===== src/verilog/rtoa_pkg.sv =====
// constants and types shared by the remote temperature offset stage
package rtoa_pkg;
   // serial bus target address, bits A7..A1
   localparam logic [6:0] TARGET_ADDR = 7'h4d;
   // register map
   localparam logic [7:0] REG_TEMP_BASE = 8'h00;
   localparam logic [7:0] REG_TEMP_LAST = 8'h07;
   localparam logic [7:0] REG_CONFIG = 8'h08;
   localparam logic [7:0] REG_ALERT_LIMIT = 8'h09;
   localparam logic [7:0] REG_SHDN_LIMIT = 8'h0a;
   localparam logic [7:0] REG_ALERT_MASK = 8'h0b;
   localparam logic [7:0] REG_SHDN_MASK = 8'h0c;
   localparam logic [7:0] REG_DIODE_FAULT = 8'h0d;
   localparam logic [7:0] REG_ALERT_STAT = 8'h0e;
   localparam logic [7:0] REG_SHDN_STAT = 8'h0f;
   localparam logic [7:0] REG_SHARED_OFFSET = 8'h4d;
   localparam logic [7:0] REG_OFFSET_ENABLE = 8'h4e;
   // field layout and reset values
   localparam int CFG_EXT_RANGE_BIT = 0;
   localparam logic [7:0] REG_RESET = 8'h00;
   localparam logic [7:0] OFFSET_ENABLE_BITS = 8'h7f;
   localparam logic [7:0] CONFIG_BITS = 8'h01;
   localparam logic [7:0] READ_UNMAPPED = 8'h00;
   // data path
   localparam int NUM_CHAN = 8;
   localparam int RAW_W = 12;
   localparam logic [10:0] EXT_RANGE_SHIFT = 11'h040;
   localparam logic [7:0] CLAMP_LOW = 8'h00;
   localparam logic [7:0] CLAMP_HIGH = 8'hff;
   localparam logic [3:0] BYTE_BITS = 4'h8;
   localparam logic [2:0] LOCAL_CHAN = 3'h0;

   typedef enum logic [3:0] {
      BUS_IDLE, BUS_ADDR, BUS_ACK_ADDR, BUS_CMD, BUS_ACK_CMD,
      BUS_WR, BUS_ACK_WR, BUS_RD, BUS_ACK_RD
   } rtoa_bus_state_t;

   typedef enum logic [1:0] {
      SEQ_PICK, SEQ_CONV, SEQ_ADJ
   } rtoa_seq_state_t;
endpackage


===== src/verilog/rtoa_adj_if.sv =====
// carrier between the sequencer and the offset/clamp stage
`timescale 1ns/100ps
interface rtoa_adj_if;
   import rtoa_pkg::*;
   logic valid;
   logic [2:0] chan;
   logic [RAW_W-1:0] raw;
   logic [7:0] offset;
   logic [6:0] enableMask;
   logic extended_range_select;
   logic resultValid;
   logic [7:0] result;

   modport requester (output valid, chan, raw, offset, enableMask,
      extended_range_select, input resultValid, result);
   modport adjuster (input valid, chan, raw, offset, enableMask,
      extended_range_select, output resultValid, result);
endinterface


===== src/verilog/rtoa_top.sv =====
// remote temperature offset stage with serial bus target and alarms
// What this block does, and what its host should do
// add programmable signed two's-complement offset to converted temperature.
// one offset value shared by every selected remote channel.
// offset bit 7 is sign, bits 6..0 weigh 16 down to 0.25 degrees.
// offset register at 4Dh, resets to zero.
// enable register at 4Eh, bit n-1 enables remote n, bit 7 unused.
// with extended range off, result never below 00h.
// with extended range on, result never above FFh.
// open or shorted remote diode is flagged as fault in status.
// faulted remote channel is skipped in the measurement sequence.
// host should mask unused channels in both alarm masks at power-up.
// masked channel never asserts warning or shutdown alarm output.
// answer only target address 1001101, bit A0 is read/write.
// disabled remote channels and the local channel get no offset.
`timescale 1ns/100ps
module rtoa_top
   import rtoa_pkg::*;
(
   // clock and reset
   input wire logic clk,
   input wire logic reset,
   // serial bus pins
   input wire logic sclIn,
   input wire logic sdaIn,
   output logic sdaOut,
   output logic sdaOeN,
   // open-drain alarm pins
   output logic alertOut,
   output logic alertOeN,
   output logic shutdownAlarmOut,
   output logic shutdownAlarmOeN,
   // converter front end
   output logic convStart,
   output logic [2:0] convChan,
   input wire logic convDone,
   input wire logic [RAW_W-1:0] convRaw,
   input wire logic convFault
);
   ////////////////////////////////////////////////////////////////////
   // serial bus target
   rtoa_bus_state_t bus_q;
   logic sclPrev_q, sdaPrev_q;
   logic [7:0] shift_q, ptr_q;
   logic [3:0] bitCnt_q;
   logic rw_q, acked_q, sdaLow_q;
   logic wrEn_q;
   logic [7:0] wrData_q;
   logic startSeen, stopSeen, sclRise, sclFall, byteFull, addrHit;
   logic [7:0] readData;

   assign startSeen = sclIn && sclPrev_q && sdaPrev_q && !sdaIn;
   assign stopSeen = sclIn && sclPrev_q && !sdaPrev_q && sdaIn;
   assign sclRise = sclIn && !sclPrev_q;
   assign sclFall = !sclIn && sclPrev_q;
   assign byteFull = (bitCnt_q == BYTE_BITS);
   assign addrHit = (shift_q[7:1] == TARGET_ADDR);

   // pin history for edge and start/stop detection
   always_ff @(posedge clk or posedge reset) begin
      if (reset) begin
         sclPrev_q <= 1'b1;
         sdaPrev_q <= 1'b1;
      end else begin
         sclPrev_q <= sclIn;
         sdaPrev_q <= sdaIn;
      end
   end

   // byte engine: sample on scl rise, change sda on scl fall
   always_ff @(posedge clk or posedge reset) begin
      if (reset) begin
         bus_q <= BUS_IDLE;
         shift_q <= REG_RESET;
         ptr_q <= REG_RESET;
         bitCnt_q <= 4'h0;
         rw_q <= 1'b0;
         acked_q <= 1'b0;
         sdaLow_q <= 1'b0;
         wrEn_q <= 1'b0;
         wrData_q <= REG_RESET;
      end else begin
         wrEn_q <= 1'b0;
         if (startSeen) begin
            bus_q <= BUS_ADDR;
            bitCnt_q <= 4'h0;
            sdaLow_q <= 1'b0;
         end else if (stopSeen) begin
            bus_q <= BUS_IDLE;
            sdaLow_q <= 1'b0;
         end else begin
            case (bus_q)
               BUS_ADDR, BUS_CMD, BUS_WR: begin
                  if (sclRise && !byteFull) begin
                     shift_q <= {shift_q[6:0], sdaIn};
                     bitCnt_q <= bitCnt_q + 4'h1;
                  end else if (sclFall && byteFull) begin
                     bitCnt_q <= 4'h0;
                     sdaLow_q <= 1'b1;
                     if (bus_q == BUS_ADDR) begin
                        // foreign address: stay silent until next start
                        bus_q <= addrHit ? BUS_ACK_ADDR : BUS_IDLE;
                        sdaLow_q <= addrHit;
                        rw_q <= shift_q[0];
                     end else if (bus_q == BUS_CMD) begin
                        ptr_q <= shift_q;
                        bus_q <= BUS_ACK_CMD;
                     end else begin
                        wrEn_q <= 1'b1;
                        wrData_q <= shift_q;
                        bus_q <= BUS_ACK_WR;
                     end
                  end
               end
               BUS_ACK_ADDR: begin
                  if (sclFall) begin
                     if (rw_q) begin
                        shift_q <= readData;
                        sdaLow_q <= !readData[7];
                        bus_q <= BUS_RD;
                     end else begin
                        sdaLow_q <= 1'b0;
                        bus_q <= BUS_CMD;
                     end
                  end
               end
               BUS_ACK_CMD, BUS_ACK_WR: begin
                  if (sclFall) begin
                     sdaLow_q <= 1'b0;
                     bus_q <= BUS_WR;
                  end
               end
               BUS_RD: begin
                  if (sclRise) begin
                     bitCnt_q <= bitCnt_q + 4'h1;
                  end else if (sclFall && byteFull) begin
                     sdaLow_q <= 1'b0;
                     bitCnt_q <= 4'h0;
                     bus_q <= BUS_ACK_RD;
                  end else if (sclFall) begin
                     shift_q <= {shift_q[6:0], 1'b0};
                     sdaLow_q <= !shift_q[6];
                  end
               end
               BUS_ACK_RD: begin
                  if (sclRise) begin
                     acked_q <= !sdaIn;
                  end else if (sclFall) begin
                     // a nack ends the read; an ack repeats the register
                     bus_q <= acked_q ? BUS_RD : BUS_IDLE;
                     shift_q <= readData;
                     sdaLow_q <= acked_q && !readData[7];
                  end
               end
               default: begin
                  bus_q <= BUS_IDLE;
               end
            endcase
         end
      end
   end

   assign sdaOut = 1'b0;
   assign sdaOeN = !sdaLow_q;

   ////////////////////////////////////////////////////////////////////
   // register file
   logic [7:0] offset_q, offsetEn_q, config_q;
   logic [7:0] alertLimit_q, shdnLimit_q, alertMask_q, shdnMask_q;
   logic [7:0] alertStat_q, shdnStat_q;
   logic [6:0] fault_q;
   logic [7:0] temp_q [0:NUM_CHAN-1];
   logic wrOffset, wrEnable, wrConfig, wrFault;
   logic wrAlertLim, wrShdnLim, wrAlertMask, wrShdnMask;
   logic [6:0] faultSet, faultClr;

   assign wrOffset = wrEn_q && (ptr_q == REG_SHARED_OFFSET);
   assign wrEnable = wrEn_q && (ptr_q == REG_OFFSET_ENABLE);
   assign wrConfig = wrEn_q && (ptr_q == REG_CONFIG);
   assign wrFault = wrEn_q && (ptr_q == REG_DIODE_FAULT);
   assign wrAlertLim = wrEn_q && (ptr_q == REG_ALERT_LIMIT);
   assign wrShdnLim = wrEn_q && (ptr_q == REG_SHDN_LIMIT);
   assign wrAlertMask = wrEn_q && (ptr_q == REG_ALERT_MASK);
   assign wrShdnMask = wrEn_q && (ptr_q == REG_SHDN_MASK);
   assign faultClr = wrFault ? wrData_q[6:0] : 7'h00;

   // host-written settings, all zero at power-on
   always_ff @(posedge clk or posedge reset) begin
      if (reset) begin
         offset_q <= REG_RESET;
         offsetEn_q <= REG_RESET;
         config_q <= REG_RESET;
         alertLimit_q <= REG_RESET;
         shdnLimit_q <= REG_RESET;
         alertMask_q <= REG_RESET;
         shdnMask_q <= REG_RESET;
      end else begin
         if (wrOffset) offset_q <= wrData_q;
         if (wrEnable) offsetEn_q <= wrData_q & OFFSET_ENABLE_BITS;
         if (wrConfig) config_q <= wrData_q & CONFIG_BITS;
         if (wrAlertLim) alertLimit_q <= wrData_q;
         if (wrShdnLim) shdnLimit_q <= wrData_q;
         if (wrAlertMask) alertMask_q <= wrData_q;
         if (wrShdnMask) shdnMask_q <= wrData_q;
      end
   end

   // read selection; unmapped offsets read as zero
   assign readData =
      (ptr_q <= REG_TEMP_LAST) ? temp_q[ptr_q[2:0]] :
      (ptr_q == REG_CONFIG) ? config_q :
      (ptr_q == REG_ALERT_LIMIT) ? alertLimit_q :
      (ptr_q == REG_SHDN_LIMIT) ? shdnLimit_q :
      (ptr_q == REG_ALERT_MASK) ? alertMask_q :
      (ptr_q == REG_SHDN_MASK) ? shdnMask_q :
      (ptr_q == REG_DIODE_FAULT) ? {1'b0, fault_q} :
      (ptr_q == REG_ALERT_STAT) ? alertStat_q :
      (ptr_q == REG_SHDN_STAT) ? shdnStat_q :
      (ptr_q == REG_SHARED_OFFSET) ? offset_q :
      (ptr_q == REG_OFFSET_ENABLE) ? offsetEn_q : READ_UNMAPPED;

   ////////////////////////////////////////////////////////////////////
   // measurement sequencer
   rtoa_seq_state_t seq_q;
   logic [2:0] chan_q;
   logic adjValid_q;
   logic [RAW_W-1:0] raw_q;
   logic isRemote, skipChan, remoteFault, storeResult;
   logic [2:0] faultIdx;
   logic [7:0] chanBit;
   rtoa_adj_if adjBus ();

   assign isRemote = (chan_q != LOCAL_CHAN);
   assign faultIdx = chan_q - 3'h1;
   assign chanBit = 8'h01 << chan_q;
   // faulted remotes are passed over without starting a conversion
   assign skipChan = isRemote && fault_q[faultIdx];
   assign remoteFault = (seq_q == SEQ_CONV) && convDone && convFault &&
      isRemote;
   assign storeResult = (seq_q == SEQ_ADJ) && adjBus.resultValid;
   assign faultSet = remoteFault ? chanBit[7:1] : 7'h00;
   assign convStart = (seq_q == SEQ_PICK) && !skipChan;
   assign convChan = chan_q;

   // step through the channels, one conversion at a time
   always_ff @(posedge clk or posedge reset) begin
      if (reset) begin
         seq_q <= SEQ_PICK;
         chan_q <= LOCAL_CHAN;
         adjValid_q <= 1'b0;
         raw_q <= '0;
      end else begin
         adjValid_q <= 1'b0;
         case (seq_q)
            SEQ_PICK: begin
               if (skipChan) chan_q <= chan_q + 3'h1;
               else seq_q <= SEQ_CONV;
            end
            SEQ_CONV: begin
               if (convDone && remoteFault) begin
                  chan_q <= chan_q + 3'h1;
                  seq_q <= SEQ_PICK;
               end else if (convDone) begin
                  raw_q <= convRaw;
                  adjValid_q <= 1'b1;
                  seq_q <= SEQ_ADJ;
               end
            end
            SEQ_ADJ: begin
               if (adjBus.resultValid) begin
                  chan_q <= chan_q + 3'h1;
                  seq_q <= SEQ_PICK;
               end
            end
            default: begin
               seq_q <= SEQ_PICK;
            end
         endcase
      end
   end

   assign adjBus.valid = adjValid_q;
   assign adjBus.chan = chan_q;
   assign adjBus.raw = raw_q;
   assign adjBus.offset = offset_q;
   assign adjBus.enableMask = offsetEn_q[6:0];
   assign adjBus.extended_range_select = config_q[CFG_EXT_RANGE_BIT];

   rtoa_offset_clamp adjust (
      .clk (clk),
      .reset (reset),
      .adj (adjBus.adjuster)
   );

   ////////////////////////////////////////////////////////////////////
   // results, diode faults and alarm status
   genvar ch;
   generate
      for (ch = 0; ch < NUM_CHAN; ch = ch + 1) begin : g_chan
         logic hit;
         assign hit = storeResult && (chan_q == ch);
         always_ff @(posedge clk or posedge reset) begin
            if (reset) begin
               temp_q[ch] <= REG_RESET;
               alertStat_q[ch] <= 1'b0;
               shdnStat_q[ch] <= 1'b0;
            end else if (hit) begin
               temp_q[ch] <= adjBus.result;
               alertStat_q[ch] <= adjBus.result > alertLimit_q;
               shdnStat_q[ch] <= adjBus.result > shdnLimit_q;
            end else if (remoteFault && (chan_q == ch)) begin
               // a dead diode must not hold a stale alarm
               alertStat_q[ch] <= 1'b0;
               shdnStat_q[ch] <= 1'b0;
            end
         end
      end
   endgenerate

   // write one to clear; a fault found in the same cycle still sticks
   always_ff @(posedge clk or posedge reset) begin
      if (reset) fault_q <= 7'h00;
      else fault_q <= (fault_q & ~faultClr) | faultSet;
   end

   // alarm pins: masked channels cannot pull them low
   logic alertAct_q, shdnAct_q;
   always_ff @(posedge clk or posedge reset) begin
      if (reset) begin
         alertAct_q <= 1'b0;
         shdnAct_q <= 1'b0;
      end else begin
         alertAct_q <= |(alertStat_q & ~alertMask_q);
         shdnAct_q <= |(shdnStat_q & ~shdnMask_q);
      end
   end

   assign alertOut = 1'b0;
   assign alertOeN = !alertAct_q;
   assign shutdownAlarmOut = 1'b0;
   assign shutdownAlarmOeN = !shdnAct_q;
endmodule


===== src/verilog/rtoa_offset_clamp.sv =====
// shared offset addition and range clamp for one conversion result
`timescale 1ns/100ps
module rtoa_offset_clamp
   import rtoa_pkg::*;
(
   // clock and reset
   input wire logic clk,
   input wire logic reset,
   // conversion result in, adjusted byte out
   rtoa_adj_if.adjuster adj
);
   logic applyOffset;
   logic [2:0] enIdx;
   logic signed [12:0] addend;
   logic signed [12:0] sumQ4;
   logic signed [10:0] degrees;
   logic signed [10:0] shifted;
   logic underflow;
   logic overflow;
   logic [7:0] clamped;
   logic resultValid_q;
   logic [7:0] result_q;

   // local channel never gets the offset; remote n uses enable bit n-1
   assign enIdx = adj.chan - 3'h1;
   assign applyOffset = (adj.chan != LOCAL_CHAN) &&
      adj.enableMask[enIdx];
   assign addend = applyOffset ? {{5{adj.offset[7]}}, adj.offset}
      : 13'sh0000;
   // raw and offset are both in quarter degrees, so no scaling first
   assign sumQ4 = $signed({adj.raw[RAW_W-1], adj.raw}) + addend;
   // drop the two fraction bits; floor keeps negatives monotonic
   assign degrees = sumQ4[12:2];
   assign shifted = adj.extended_range_select ? degrees + $signed(EXT_RANGE_SHIFT)
      : degrees;
   assign underflow = shifted[10];
   assign overflow = !shifted[10] && (shifted[9:8] != 2'b00);
   // saturate both ends so a large offset can never wrap the byte
   assign clamped = underflow ? CLAMP_LOW :
      overflow ? CLAMP_HIGH : shifted[7:0];

   // result registered one cycle after the request
   always_ff @(posedge clk or posedge reset) begin
      if (reset) begin
         resultValid_q <= 1'b0;
         result_q <= REG_RESET;
      end else begin
         resultValid_q <= adj.valid;
         if (adj.valid) begin
            result_q <= clamped;
         end
      end
   end

   assign adj.resultValid = resultValid_q;
   assign adj.result = result_q;
endmodule


===== config.mk =====
export PLATFORM = sky130hd
export DESIGN_NAME = rtoa_top
export DESIGN_NICKNAME = d
export VERILOG_FILES = /design/src/verilog/rtoa_pkg.sv /design/src/verilog/rtoa_adj_if.sv /design/src/verilog/rtoa_top.sv /design/src/verilog/rtoa_offset_clamp.sv
export SDC_FILE = /design/constraint.sdc
export NUM_CORES = 1
export LEC_CHECK = 0
export ABC_AREA = 1
export BUFFER_PORTS_ARGS = -buffer_cell sky130_fd_sc_hd__buf_4
export CORE_UTILIZATION = 45
export CTS_CLUSTER_DIAMETER = 120
export DETAILED_ROUTE_END_ITERATION = 10
export HOLD_SLACK_MARGIN = 0.15
export PLACE_DENSITY = 0.72
export SYNTH_ARGS = -nofsm -noshare
export SYNTH_HDL_FRONTEND = slang
export SYNTH_SLANG_ARGS = --single-unit

===== constraint.sdc =====
create_clock -name clk -period 9.46 [get_ports clk]
set_input_delay 0 -clock clk [delete_from_list [all_inputs] [get_ports clk]]
set_output_delay 0 -clock clk [all_outputs]
set_load 0.01 [all_outputs]

== Word-level counts from Yosys, hierarchy flattened ==
Index checks and enable logic that the tools add are counted.
Widths: inputs -> output; s select.

* Shift-type cells: 1
* $lt $le $gt $ge: 5
* Eq/ne operators: 52
* Add/subtract/negate cells: 5
* Reductions and logical operators: 86
* Mux-type cells: 112
* Bitwise logic cells: 14

{| class="wikitable"
|+ Operators by type and width
! cell !! number
|-
| $mux 8 || 22
|-
| $eq 8x4->1 const B || 8
|-
| $mux 4 || 15
|-
| $mux 1 || 49
|-
| $logic_and 1x1->1 || 43
|-
| $ne 4x4->1 const B || 8
|-
| $pmux 8 s4 || 1
|-
| $bmux 8 s3 || 1
|-
| $ne 2x2->1 const B || 11
|-
| $mux 7 || 3
|-
| $pmux 4 s5 || 1
|-
| $mux 3 || 6
|-
| $reduce_bool 2->1 || 9
|-
| $and 8x8->8 || 2
|-
| $eq 4x3->1 const B || 4
|-
| $eq 8x7->1 const B || 2
|-
| $gt 8x8->1 || 2
|-
| $not 8->8 || 2
|-
| $reduce_or 8->1 || 2
|-
| $reduce_and 7->1 || 2
|-
| $add 12x13->13 || 1
|-
| $mux 13 || 1
|-
| $eq 3x3->1 const B || 4
|-
| $logic_not 1->1 || 12
|-
| other kinds (45) || 64
|}

* Word-level logic and storage cells: 326
* Flip-flop bits (word level): 202
* Output and inout bits: 10
* Input bits: 18

== Depth between registers and ports, before layout ==
Gate-level depths: netlist (run 1).

* Word-level depth: 19
* Mapped depth: 32
* Depth with buffers taken out: 31

== Modules after synthesis ==
Synthesis (run 1) repeated with hierarchy kept, for this count alone.

* Cell total of the unflattened synthesis: 1,421
* Area, all modules: 10,989.3 µm²

{| class="wikitable"
|+ Modules (own cells, without submodules)
! module !! sequential area each (µm²) !! area each (µm²) !! cells an instance !! times used
|-
| rtoa_top || 4,832.1 || 9,708.1 || 1,218 || 1
|-
| rtoa_offset_clamp || 225.2 || 1,281.2 || 203 || 1
|}

== Least setup slack after synthesis (run 1) ==
No wires, ideal clock.

* Kind: register to register
* Start: reg chan_q[0] (netlist: convChan[0])
* End: reg adjust.result_q[1] (netlist: adjust.adj.result[1])
* Data arrival time: 3.392 ns
* Required time: 9.343 ns
* Setup time: 0.117 ns
* Period minus slack after synthesis: 3.509 ns
* Path buffers: 1
* Stages on the path, launching flop included: 28
* Path slack: 5.951 ns
* Cells stage by stage: dfrtp_1 -> buf_6 -> inv_6 -> ha_1 -> inv_1 -> nand3_1 -> nand2_1 -> nand2_1 -> nand3_2 -> nor2_1 -> ha_1 -> a21oi_1 -> o21ai_0 -> a21oi_1 -> nand2_1 -> nand2_1 -> nand2_2 -> ha_1 -> nand2_1 -> inv_1 -> nand3_4 -> clkinv_2 -> nand2_4 -> nand2_2 -> nand2_4 -> nand2_1 -> nand2_1 -> nand2_1

* Longest elaborated chain between the ends: 12
* Elaborated cells between the ends (all ways): 14
* Those cells by class: 3 x add/sub; 6 x mux; 5 x reduce/logical

{| class="wikitable"
|+ RTL lines
! element !! line !! source
|-
| from (decl) || rtoa_top.sv:225 || <nowiki>logic [2:0] chan_q;</nowiki>
|-
| from (signal assigned) || rtoa_top.sv:256 || <nowiki>if (skipChan) chan_q <= chan_q + 3'h1;</nowiki>
|-
| from (signal assigned) || rtoa_top.sv:261 || <nowiki>chan_q <= chan_q + 3'h1;</nowiki>
|-
| from (signal assigned) || rtoa_top.sv:271 || <nowiki>chan_q <= chan_q + 3'h1;</nowiki>
|-
| $sub 3x1->3 * || rtoa_offset_clamp.sv:25 || <nowiki>assign enIdx = adj.chan - 3'h1;</nowiki>
|-
| via adjust.enIdx[0] || rtoa_offset_clamp.sv:13 || <nowiki>logic [2:0] enIdx;</nowiki>
|-
| $bmux 1 s3 * || rtoa_offset_clamp.sv:27 || <nowiki>adj.enableMask[enIdx];</nowiki>
|-
| $mux 1 (not written as such) * || rtoa_offset_clamp.sv:27 ||
|-
| $logic_and 1x1->1 * || rtoa_offset_clamp.sv:26 || <nowiki>assign applyOffset = (adj.chan != LOCAL_CHAN) &&</nowiki>
|-
| $mux 13 * || rtoa_offset_clamp.sv:28 || <nowiki>assign addend = applyOffset ? {{5{adj.offset[7]}}, adj.offset}</nowiki>
|-
| $add 12x13->13 * || rtoa_offset_clamp.sv:31 || <nowiki>assign sumQ4 = $signed({adj.raw[RAW_W-1], adj.raw}) + addend;</nowiki>
|-
| $add 11x8->11 || rtoa_offset_clamp.sv:34 || <nowiki>assign shifted = adj.extended_range_select ? degrees + $signed(EXT_RANGE_SHIFT)</nowiki>
|-
| $mux 11 * || rtoa_offset_clamp.sv:34 ||
|-
| $reduce_bool 2->1 / $logic_not 1->1 (equally long branches) || rtoa_offset_clamp.sv:37 || <nowiki>assign overflow = !shifted[10] && (shifted[9:8] != 2'b00);</nowiki>
|-
| $logic_and 1x1->1 || rtoa_offset_clamp.sv:37 ||
|-
| $mux 8 || rtoa_offset_clamp.sv:40 || <nowiki>overflow ? CLAMP_HIGH : shifted[7:0];</nowiki>
|-
| $mux 8 * || rtoa_offset_clamp.sv:39 || <nowiki>assign clamped = underflow ? CLAMP_LOW :</nowiki>
|-
| to (signal assigned) || rtoa_offset_clamp.sv:50 || <nowiki>result_q <= clamped;</nowiki>
|-
| to (decl) || rtoa_offset_clamp.sv:22 || <nowiki>logic [7:0] result_q;</nowiki>
|}

The timed path passes the listed nets; every way through them passes the cells marked *. The select of a mux whose other input is x is not followed.
A chain may end at the register's enable or synchronous reset.

== Final worst setup path (run 1) ==
* Start: reg chan_q[0] (netlist: convChan[0])
* End: reg adjust.result_q[2] (netlist: adjust.adj.result[2])

Same word-level chain as after synthesis.

==> impl_summary.log, run 1 <==
[metrics] run status: finished, final reports clean
[metrics] CP max stage cell: dfrtp_1
[metrics] largest clock skew in the final design: 0.00995 ns
[metrics] signal arrival time at the worst endpoint: 4.54 ns
[metrics] required time at the worst-slack endpoint: 9.87 ns
[metrics] all-layer global routing usage: 0.245
[metrics] Die Height: 156 um
[metrics] TritonCTS buffer count: 23
[metrics] clock period minus worst slack: 4.13 ns
[metrics] number of endpoints failing setup at the final stage: 0
[metrics] cell family contributing the most delay on the critical path: simple AND/OR/NAND/NOR gates
[metrics] critical setup path kind: reg -> reg
[metrics] share of async-settable or async-resettable flops after synthesis: 1.00
[metrics] Critical Path Max Stage Delay: 0.64 ns
[metrics] floorplan die width: 156 um
[metrics] ports placed on the boundary: 28
[metrics] Crit Path Max Fanout: 12
[metrics] growth of design area from synthesis to finish: 13.2%
[metrics] detailed placer's ending HPWL: 20400 um
[metrics] final instance area: 12000 um2
[metrics] post-layout total power: 3.01 mW
[metrics] most common cell after layout, fill and taps aside: nand2_1
[metrics] # port buffers: 24
[metrics] sum of negative setup slack: 0 ns
[metrics] total via count after detailed routing: 9328
[metrics] critical path buffer and inverter count: 4
[metrics] core area: 22900 um2
[metrics] type of element launching the critical path: register
[metrics] total wire length: 28600 um
[metrics] share of the clock period used by the worst path after layout: 0.436
[metrics] number of endpoints with negative hold slack in the final report: 0
[metrics] clock insertion delay at the later pin of the skew report: 0.52 ns
[metrics] maximum number of buffers from clock root to sink: 3
[metrics] launching element of the worst setup path: convChan[0]
[metrics] largest voltage drop on the vdd net: 0.154 mV
[metrics] initial antenna violation count: 0
[metrics] Pwr per Cell Area: 250 nW/um2
[metrics] cell chosen for the clock root: clkbuf_16
[metrics] max-slew violation total from the final report: 0
[metrics] die area: 24300 um2
[metrics] library cell appearing most often on the critical path: nand2_1
[metrics] antenna-violating nets left: 0
[metrics] unrepaired setup endpoints after global routing: no
[metrics] critical register-to-register path startpoint: convChan[0]
[metrics] global placer's final weighted congestion: 0.925
[metrics] actual slew at the worst max-slew pin: 0.936 ns
[metrics] Slew Limit Headroom: 0.376
[metrics] number of design-rule violations left by the first detailed-router iteration: 752
[metrics] Top FF cell, synth: dfrtp_1
[metrics] static power due to leakage: 5.75 nW
[metrics] sequential area share after synthesis: 0.475
[metrics] pin count of the biggest net entering global routing: 137
[metrics] TritonCTS clock tree: built
[metrics] Mapped Avg Cell Area: 7.86 um2
[metrics] warning count from the yosys run: 0
[metrics] Congestion Overflow GR: 0
[metrics] fraction of layout cells with a size suffix above 1: 0.0766
[metrics] DRC viols: 0
[metrics] Std-Cell Rows: 55
[metrics] number of resized instances in the post-cts repair step: 0
[metrics] clk slew on worst S/H paths: 0.06 ns
[metrics] H-Tree Level Count: 1
[metrics] sink count of the clock tree: 202
[metrics] fmax: 0.242 GHz
[metrics] count of maximum capacitance violations: 0
[metrics] detailed-routing iteration count for the pre-antenna-repair pass: 5
[metrics] Starting Density: 0.464
[metrics] CTS Hold Bufs: 27
[metrics] Worst Min Path Start: sdaIn
[metrics] setup slack after placement: 5.41 ns
[metrics] via/cell ratio: 5.41
[metrics] fill cell instance count of the final layout: 2165
[metrics] diodes inserted: 0
[metrics] vias in the first global route: 8985
[metrics] number of flops mapped to enable cells by yosys: 0
[metrics] Post-DP Area: 11100 um2
[metrics] highest-count cells in the layout ignoring fill and taps: nand2_1, dfrtp_1, inv_1
[metrics] routed wirelength normalized by instance count: 16.6 um
[metrics] critical path endpoint category: register
[metrics] classification of the worst-slack hold path: in -> reg
[metrics] Post-CTS Setup Bufs: 0
[metrics] count of different cell masters after synthesis: 52
[metrics] setup ws final: 5.33 ns
[metrics] number of storage elements in the synthesis netlist: 202
[metrics] NumNets Final: 1451
[metrics] wire length of the first global-routing pass: 47000 um
[metrics] post-synthesis instance area: 10600 um2
[metrics] post-synthesis cell count: 1353
cells in the mapped netlist (all sizes together), types with 2 or more instances:
| cell type | instances | area, um2 |
|---|---|---|
| o311ai | 5 | 43.8 |
| nor4 | 2 | 12.5 |
| clkinv | 8 | 31.3 |
| xor2 | 4 | 35.0 |
| ha | 37 | 463 |
| inv | 168 | 641 |
| xnor2 | 5 | 43.8 |
| o211ai | 13 | 97.6 |
| a21oi | 69 | 357 |
| a221oi | 3 | 26.3 |
| or2 | 2 | 12.5 |
| buf | 14 | 82.6 |
| o21ai | 156 | 781 |
| a31oi | 6 | 37.5 |
| o31ai | 3 | 22.5 |
| a22oi | 2 | 15.0 |
| nor3 | 15 | 95.1 |
| dfstp | 2 | 52.6 |
| nand2 | 421 | 1620 |
| nand4 | 7 | 50.1 |
| o2111ai | 4 | 35.0 |
| nand3 | 56 | 313 |
| o22ai | 43 | 269 |
| o32ai | 3 | 26.3 |
| clkbuf | 23 | 86.3 |
| nor2 | 74 | 308 |
| dfrtp | 200 | 5000 |
per-layer routing:
metal  wire (um)  global-route usage  vias up
met4         845              0.0798        0
met5           0                   0        -
met2       13200               0.401      304
met3        1810              0.0353       60
li1            -                   -     4514
met1       12800               0.336     4450
report_power, final:
| group | internal, mW | leakage, nW | total [mW] | switching, mW |
|---|---|---|---|---|
| Sequential | 1.04 | 2.64 | 1.22 | 0.182 |
| Clock | 0.485 | 0.349 | 0.840 | 0.355 |
| Combinational | 0.359 | 2.77 | 0.953 | 0.594 |
| Total | 1.88 | 5.75 | 3.01 | 1.13 |
sequential cells by signal (all words and copies together) (netlist names), 2 cells and up:
signal and count:
seq_q 2, fault_q 7, shdnLimit_q 8, convChan 3, temp_q 64, bitCnt_q 4, shdnStat_q 8, alertLimit_q 8
alertStat_q 8, shdnMask_q 8, alertMask_q 8, wrData_q 8, offsetEn_q 7, shift_q 8, adjBus.raw 12, bus_q 4
adjBus.offset 8, adjust.adj.result 8, ptr_q 8
area by class of cell:
cell class / count / area (um2) / area share
Inverter: 176 / 679 / 0.0564
Multi-Input combinational cell: 940 / 4750 / 0.394
Timing Repair Buffer: 53 / 465 / 0.0386
Tap cell: 313 / 392 / 0.0325
Clock buffer: 32 / 659 / 0.0547
Clock inverter: 7 / 45.0 / 0.00374
Sequential cell: 202 / 5060 / 0.420
through the flow:
stage | util | instances | hold slack [ns]
final | 0.526 | 1723 | 0.182
after global routing | 0.526 | 1723 | 0.192
after CTS | 0.526 | 1723 | 0.160
after detailed placement | 0.483 | 1657 | 0.149
after global placement | 0.483 | 1657 | 0.148
after floorplan | - | 1355 | 0.00448
worst register-to-register path, stage by stage, from the launching register on:
cell and delay [ns]:
dfrtp_1 0.64, inv_6 0.09, ha_1 0.39, inv_1 0.11, nand3_1 0.09, nand2_1 0.05, nand2_1 0.09, nand3_2 0.18
nor2_1 0.35, ha_1 0.36, a21oi_1 0.18, o21ai_0 0.10, a21oi_1 0.18, nand2_1 0.08, nand2_1 0.07, nand2_2 0.08
ha_1 0.19, nand2_1 0.09, inv_1 0.08, nand3_4 0.10, clkinv_2 0.07, nand2_4 0.07, nand2_2 0.07, nand2_4 0.10
nand2_1 0.06, nand2_1 0.07, nand2_1 0.05
logic make-up (layout without fill, tap and decap cells):
kind of cell | count (synthesis) | after routing | synth area share
muxes | 2 | 2 | 0.00200
buffers and inverters | 213 | 268 | 0.0790
adders and majority gates | 37 | 37 | 0.0435
DFF | 202 | 202 | 0.475
other | 1 | 3 | 0.000353
AOI/OAI and AO/OA | 311 | 311 | 0.165
xor gates and xnor gates | 9 | 9 | 0.00741
and+or+nand+nor | 578 | 578 | 0.227
final timing paths:
path                            slack, ns                     end  cells after the start
min in group asynchronous            0.23                  wrEn_q                      3
max in group asynchronous            7.83              fault_q[1]                      4
worst max-delay path                 5.33    adjust.adj.result[2]                     26
worst max register to register       5.33    adjust.adj.result[2]                     26
worst min register to register       0.40  adjust.adj.resultValid                      0
worst min-delay path                 0.18               sdaPrev_q                      2
(Power assumes the default switching activity.)
==> inputs of run 2 (changes only) <==
PLACE_DENSITY = 0.74   (was 0.72)
clock period = 3.43 ns   (was 9.46 ns; I/O delays follow)
==> run 2 against run 1 <==
Against the previous run:
- design area increased by 5.6%
- clock skew increased by 0.0096 ns
- total power increased to 2.9 times the previous value
- flip-flop and latch count unchanged
- critical path type unchanged
- largest cell class unchanged
==> impl_summary.log, run 2 (same netlist as run 1, synthesis figures left out) <==
[metrics] run status: finished, final reports clean
[metrics] TritonCTS clock tree: built
[metrics] max-slew violation total from the final report: 0 (unchanged)
[metrics] clock insertion delay at the later pin of the skew report: 0.53 ns (about the same)
[metrics] global placer's final weighted congestion: 0.974 (+5.2%)
[metrics] highest-count cells in the layout ignoring fill and taps: nand2_1, dfrtp_1, inv_1
[metrics] total via count after detailed routing: 9725 (+4.3%)
[metrics] die area: 24300 um2 (unchanged)
[metrics] internal reg-to-reg setup slack: 0.05 ns (-5.28 ns)
[metrics] Std-Cell Rows: 55 (unchanged)
[metrics] fraction of layout cells with a size suffix above 1: 0.123 (+0.0467)
[metrics] critical register-to-register path startpoint: convChan[1]
[metrics] diodes inserted: 0 (unchanged)
[metrics] WHS Endpoint: sclPrev_q
[metrics] total wire length: 30400 um (+6.3%)
[metrics] initial antenna violation count: 0 (unchanged)
[metrics] setup ws final: 0.0494 ns (-5.28 ns)
[metrics] cell family contributing the most delay on the critical path: simple AND/OR/NAND/NOR gates
[metrics] Starting Density: 0.464 (unchanged)
[metrics] floorplan die width: 156 um (unchanged)
[metrics] number of standard cells in the layout, taps in and fillers out: 1781 (+3.4%)
[metrics] critical path endpoint category: register
[metrics] largest voltage drop on the vdd net: 0.545 mV (+250%)
[metrics] clock period minus worst slack: 3.38 ns (-0.748 ns)
[metrics] final instance area: 12700 um2 (+5.6%)
[metrics] detailed placer's ending HPWL: 21000 um (+2.6%)
[metrics] static power due to leakage: 6.06 nW (+5.3%)
[metrics] classification of the worst-slack hold path: in -> reg
[metrics] fill cell instance count of the final layout: 2053 (-5.2%)
[metrics] core area: 22900 um2 (unchanged)
[metrics] setup slack after placement: -0.130 ns (-5.54 ns)
[metrics] vias in the first global route: 9291 (+3.4%)
[metrics] NumNets Final: 1507 (+3.9%)
[metrics] antenna-violating nets left: 0 (unchanged)
[metrics] number of endpoints failing setup at the final stage: 0 (unchanged)
[metrics] register name with the most flops: temp_q
[metrics] depth of the worst register-to-register path: 27 (+3.8%)
[metrics] H-Tree Level Count: 1 (unchanged)
[metrics] detailed-routing iteration count for the pre-antenna-repair pass: 5 (unchanged)
[metrics] number of stages on the worst hold path: 2 (unchanged)
[metrics] utilization after layout: 0.555 (+0.0296)
[metrics] Hold Slack: 0.177 ns (-0.00525 ns)
[metrics] Worst Min Path Start: sclIn
[metrics] clk slew on worst S/H paths: 0.06 ns (about the same)
[metrics] TritonCTS buffer count: 22 (-4.3%)
[metrics] number of endpoints with negative hold slack in the final report: 0 (unchanged)
[metrics] growth of design area from synthesis to finish: 19.6%
[metrics] Congestion Overflow GR: 0 (unchanged)
[metrics] ports placed on the boundary: 28 (unchanged)
[metrics] # port buffers: 24 (unchanged)
[metrics] Pwr per Cell Area: 696 nW/um2 (+180%)
[metrics] maximum number of buffers from clock root to sink: 3 (unchanged)
[metrics] Post-DP Area: 11300 um2 (+2.3%)
[metrics] actual slew at the worst max-slew pin: 0.827 ns (-0.109 ns)
[metrics] post-placement cell count: 1684 (+1.6%)
[metrics] routed wirelength normalized by instance count: 17.1 um (+2.8%)
[metrics] required time at the worst-slack endpoint: 3.88 ns (-5.99 ns)
[metrics] unrepaired setup endpoints after global routing: yes
[metrics] sum of negative setup slack: 0 ns (unchanged)
[metrics] via/cell ratio: 5.46 (+0.86%)
[metrics] DRC viols: 0 (unchanged)
[metrics] Die Height: 156 um (unchanged)
[metrics] Critical Path Max Stage Delay: 0.40 ns (-0.24 ns)
[metrics] count of maximum capacitance violations: 0 (unchanged)
[metrics] library cell appearing most often on the critical path: nand2_4
[metrics] signal arrival time at the worst endpoint: 3.83 ns (-0.71 ns)
[metrics] most common cell after layout, fill and taps aside: nand2_1
[metrics] post-layout total power: 8.85 mW (+190%)
[metrics] CP max stage cell: dfrtp_1
[metrics] Largest register FFs: 64 (unchanged)
[metrics] largest clock skew in the final design: 0.0195 ns (+0.00959 ns)
[metrics] share of the clock period used by the worst path after layout: 0.986 (+0.549)
[metrics] type of element launching the critical path: register
[metrics] pin count of the biggest net entering global routing: 67 (-51%)
[metrics] wire length of the first global-routing pass: 48300 um (+2.8%)
[metrics] cell chosen for the clock root: clkbuf_16
[metrics] Slew Limit Headroom: 0.448 (+0.0716)
[metrics] number of design-rule violations left by the first detailed-router iteration: 804 (+6.9%)
[metrics] fmax: 0.296 GHz (+22%)
[metrics] all-layer global routing usage: 0.254 (+0.00816)
[metrics] sink count of the clock tree: 202 (unchanged)
[metrics] critical path buffer and inverter count: 5 (+1)
[metrics] endpoint of the lowest-slack register-to-register path: adjust.adj.result[2]
[metrics] critical setup path kind: reg -> reg
[metrics] Crit Path Max Fanout: 8 (-4)
==> run 2: power by group <==
part / internal (mW) / switching, mW
sequential: 2.87 / 0.472
clock: 1.37 / 0.990
combinational: 1.29 / 1.86
total: 5.53 / 3.32
==> run 2: worst max path at each step <==
stage | startpoint | to | slack, ns | cells after the start
after floorplan | convChan[0] | adjust.adj.result[6] | 0.11 | 30
after global placement | convChan[0] | adjust.adj.result[6] | 0.06 | 28
after detailed placement | convChan[0] | adjust.adj.result[2] | -0.13 | 29
after CTS | convChan[0] | adjust.adj.result[2] | 0.02 | 28
after global routing | convChan[1] | adjust.adj.result[1] | -0.17 | 29
final | convChan[1] | adjust.adj.result[2] | 0.05 | 27
==> run 2: final cells by class <==
class | instances | area (um2) | share of cell area
sequential | 202 | 5060 | 0.397
clock buffer | 33 | 642 | 0.0504
inverter | 176 | 679 | 0.0534
timing repair buffer | 110 | 957 | 0.0752
tap | 313 | 392 | 0.0308
clock inverter | 7 | 73.8 | 0.00580
multi-input combinational | 940 | 4920 | 0.387
==> run 2: layer usage <==
metal  vias up  routed length (um)  global-route usage
met1      4648               13100               0.347
met3        60                2070              0.0333
li1       4636                   -                   -
met4         0                 859              0.0822
met5         -                   0                   0
met2       381               14400               0.417
==> run 2: repair_timing <==
item	4_1_cts	5_1_grt
pin swaps	4	25
buffers inserted	3	13
hold buffers	41	0
setup endpoints to repair	8	9
hold endpoints to repair	70	0
resized for setup	3	42
==> run 2: worst register-to-register path, delay by kind of cell, from the launching register on <==
kind | cells | cell delay (ns)
fa+ha+maj | 3 | 0.74
compound gates | 1 | 0.25
simple gates | 18 | 1.48
buf+inv | 5 | 0.45
flops | 1 | 0.40
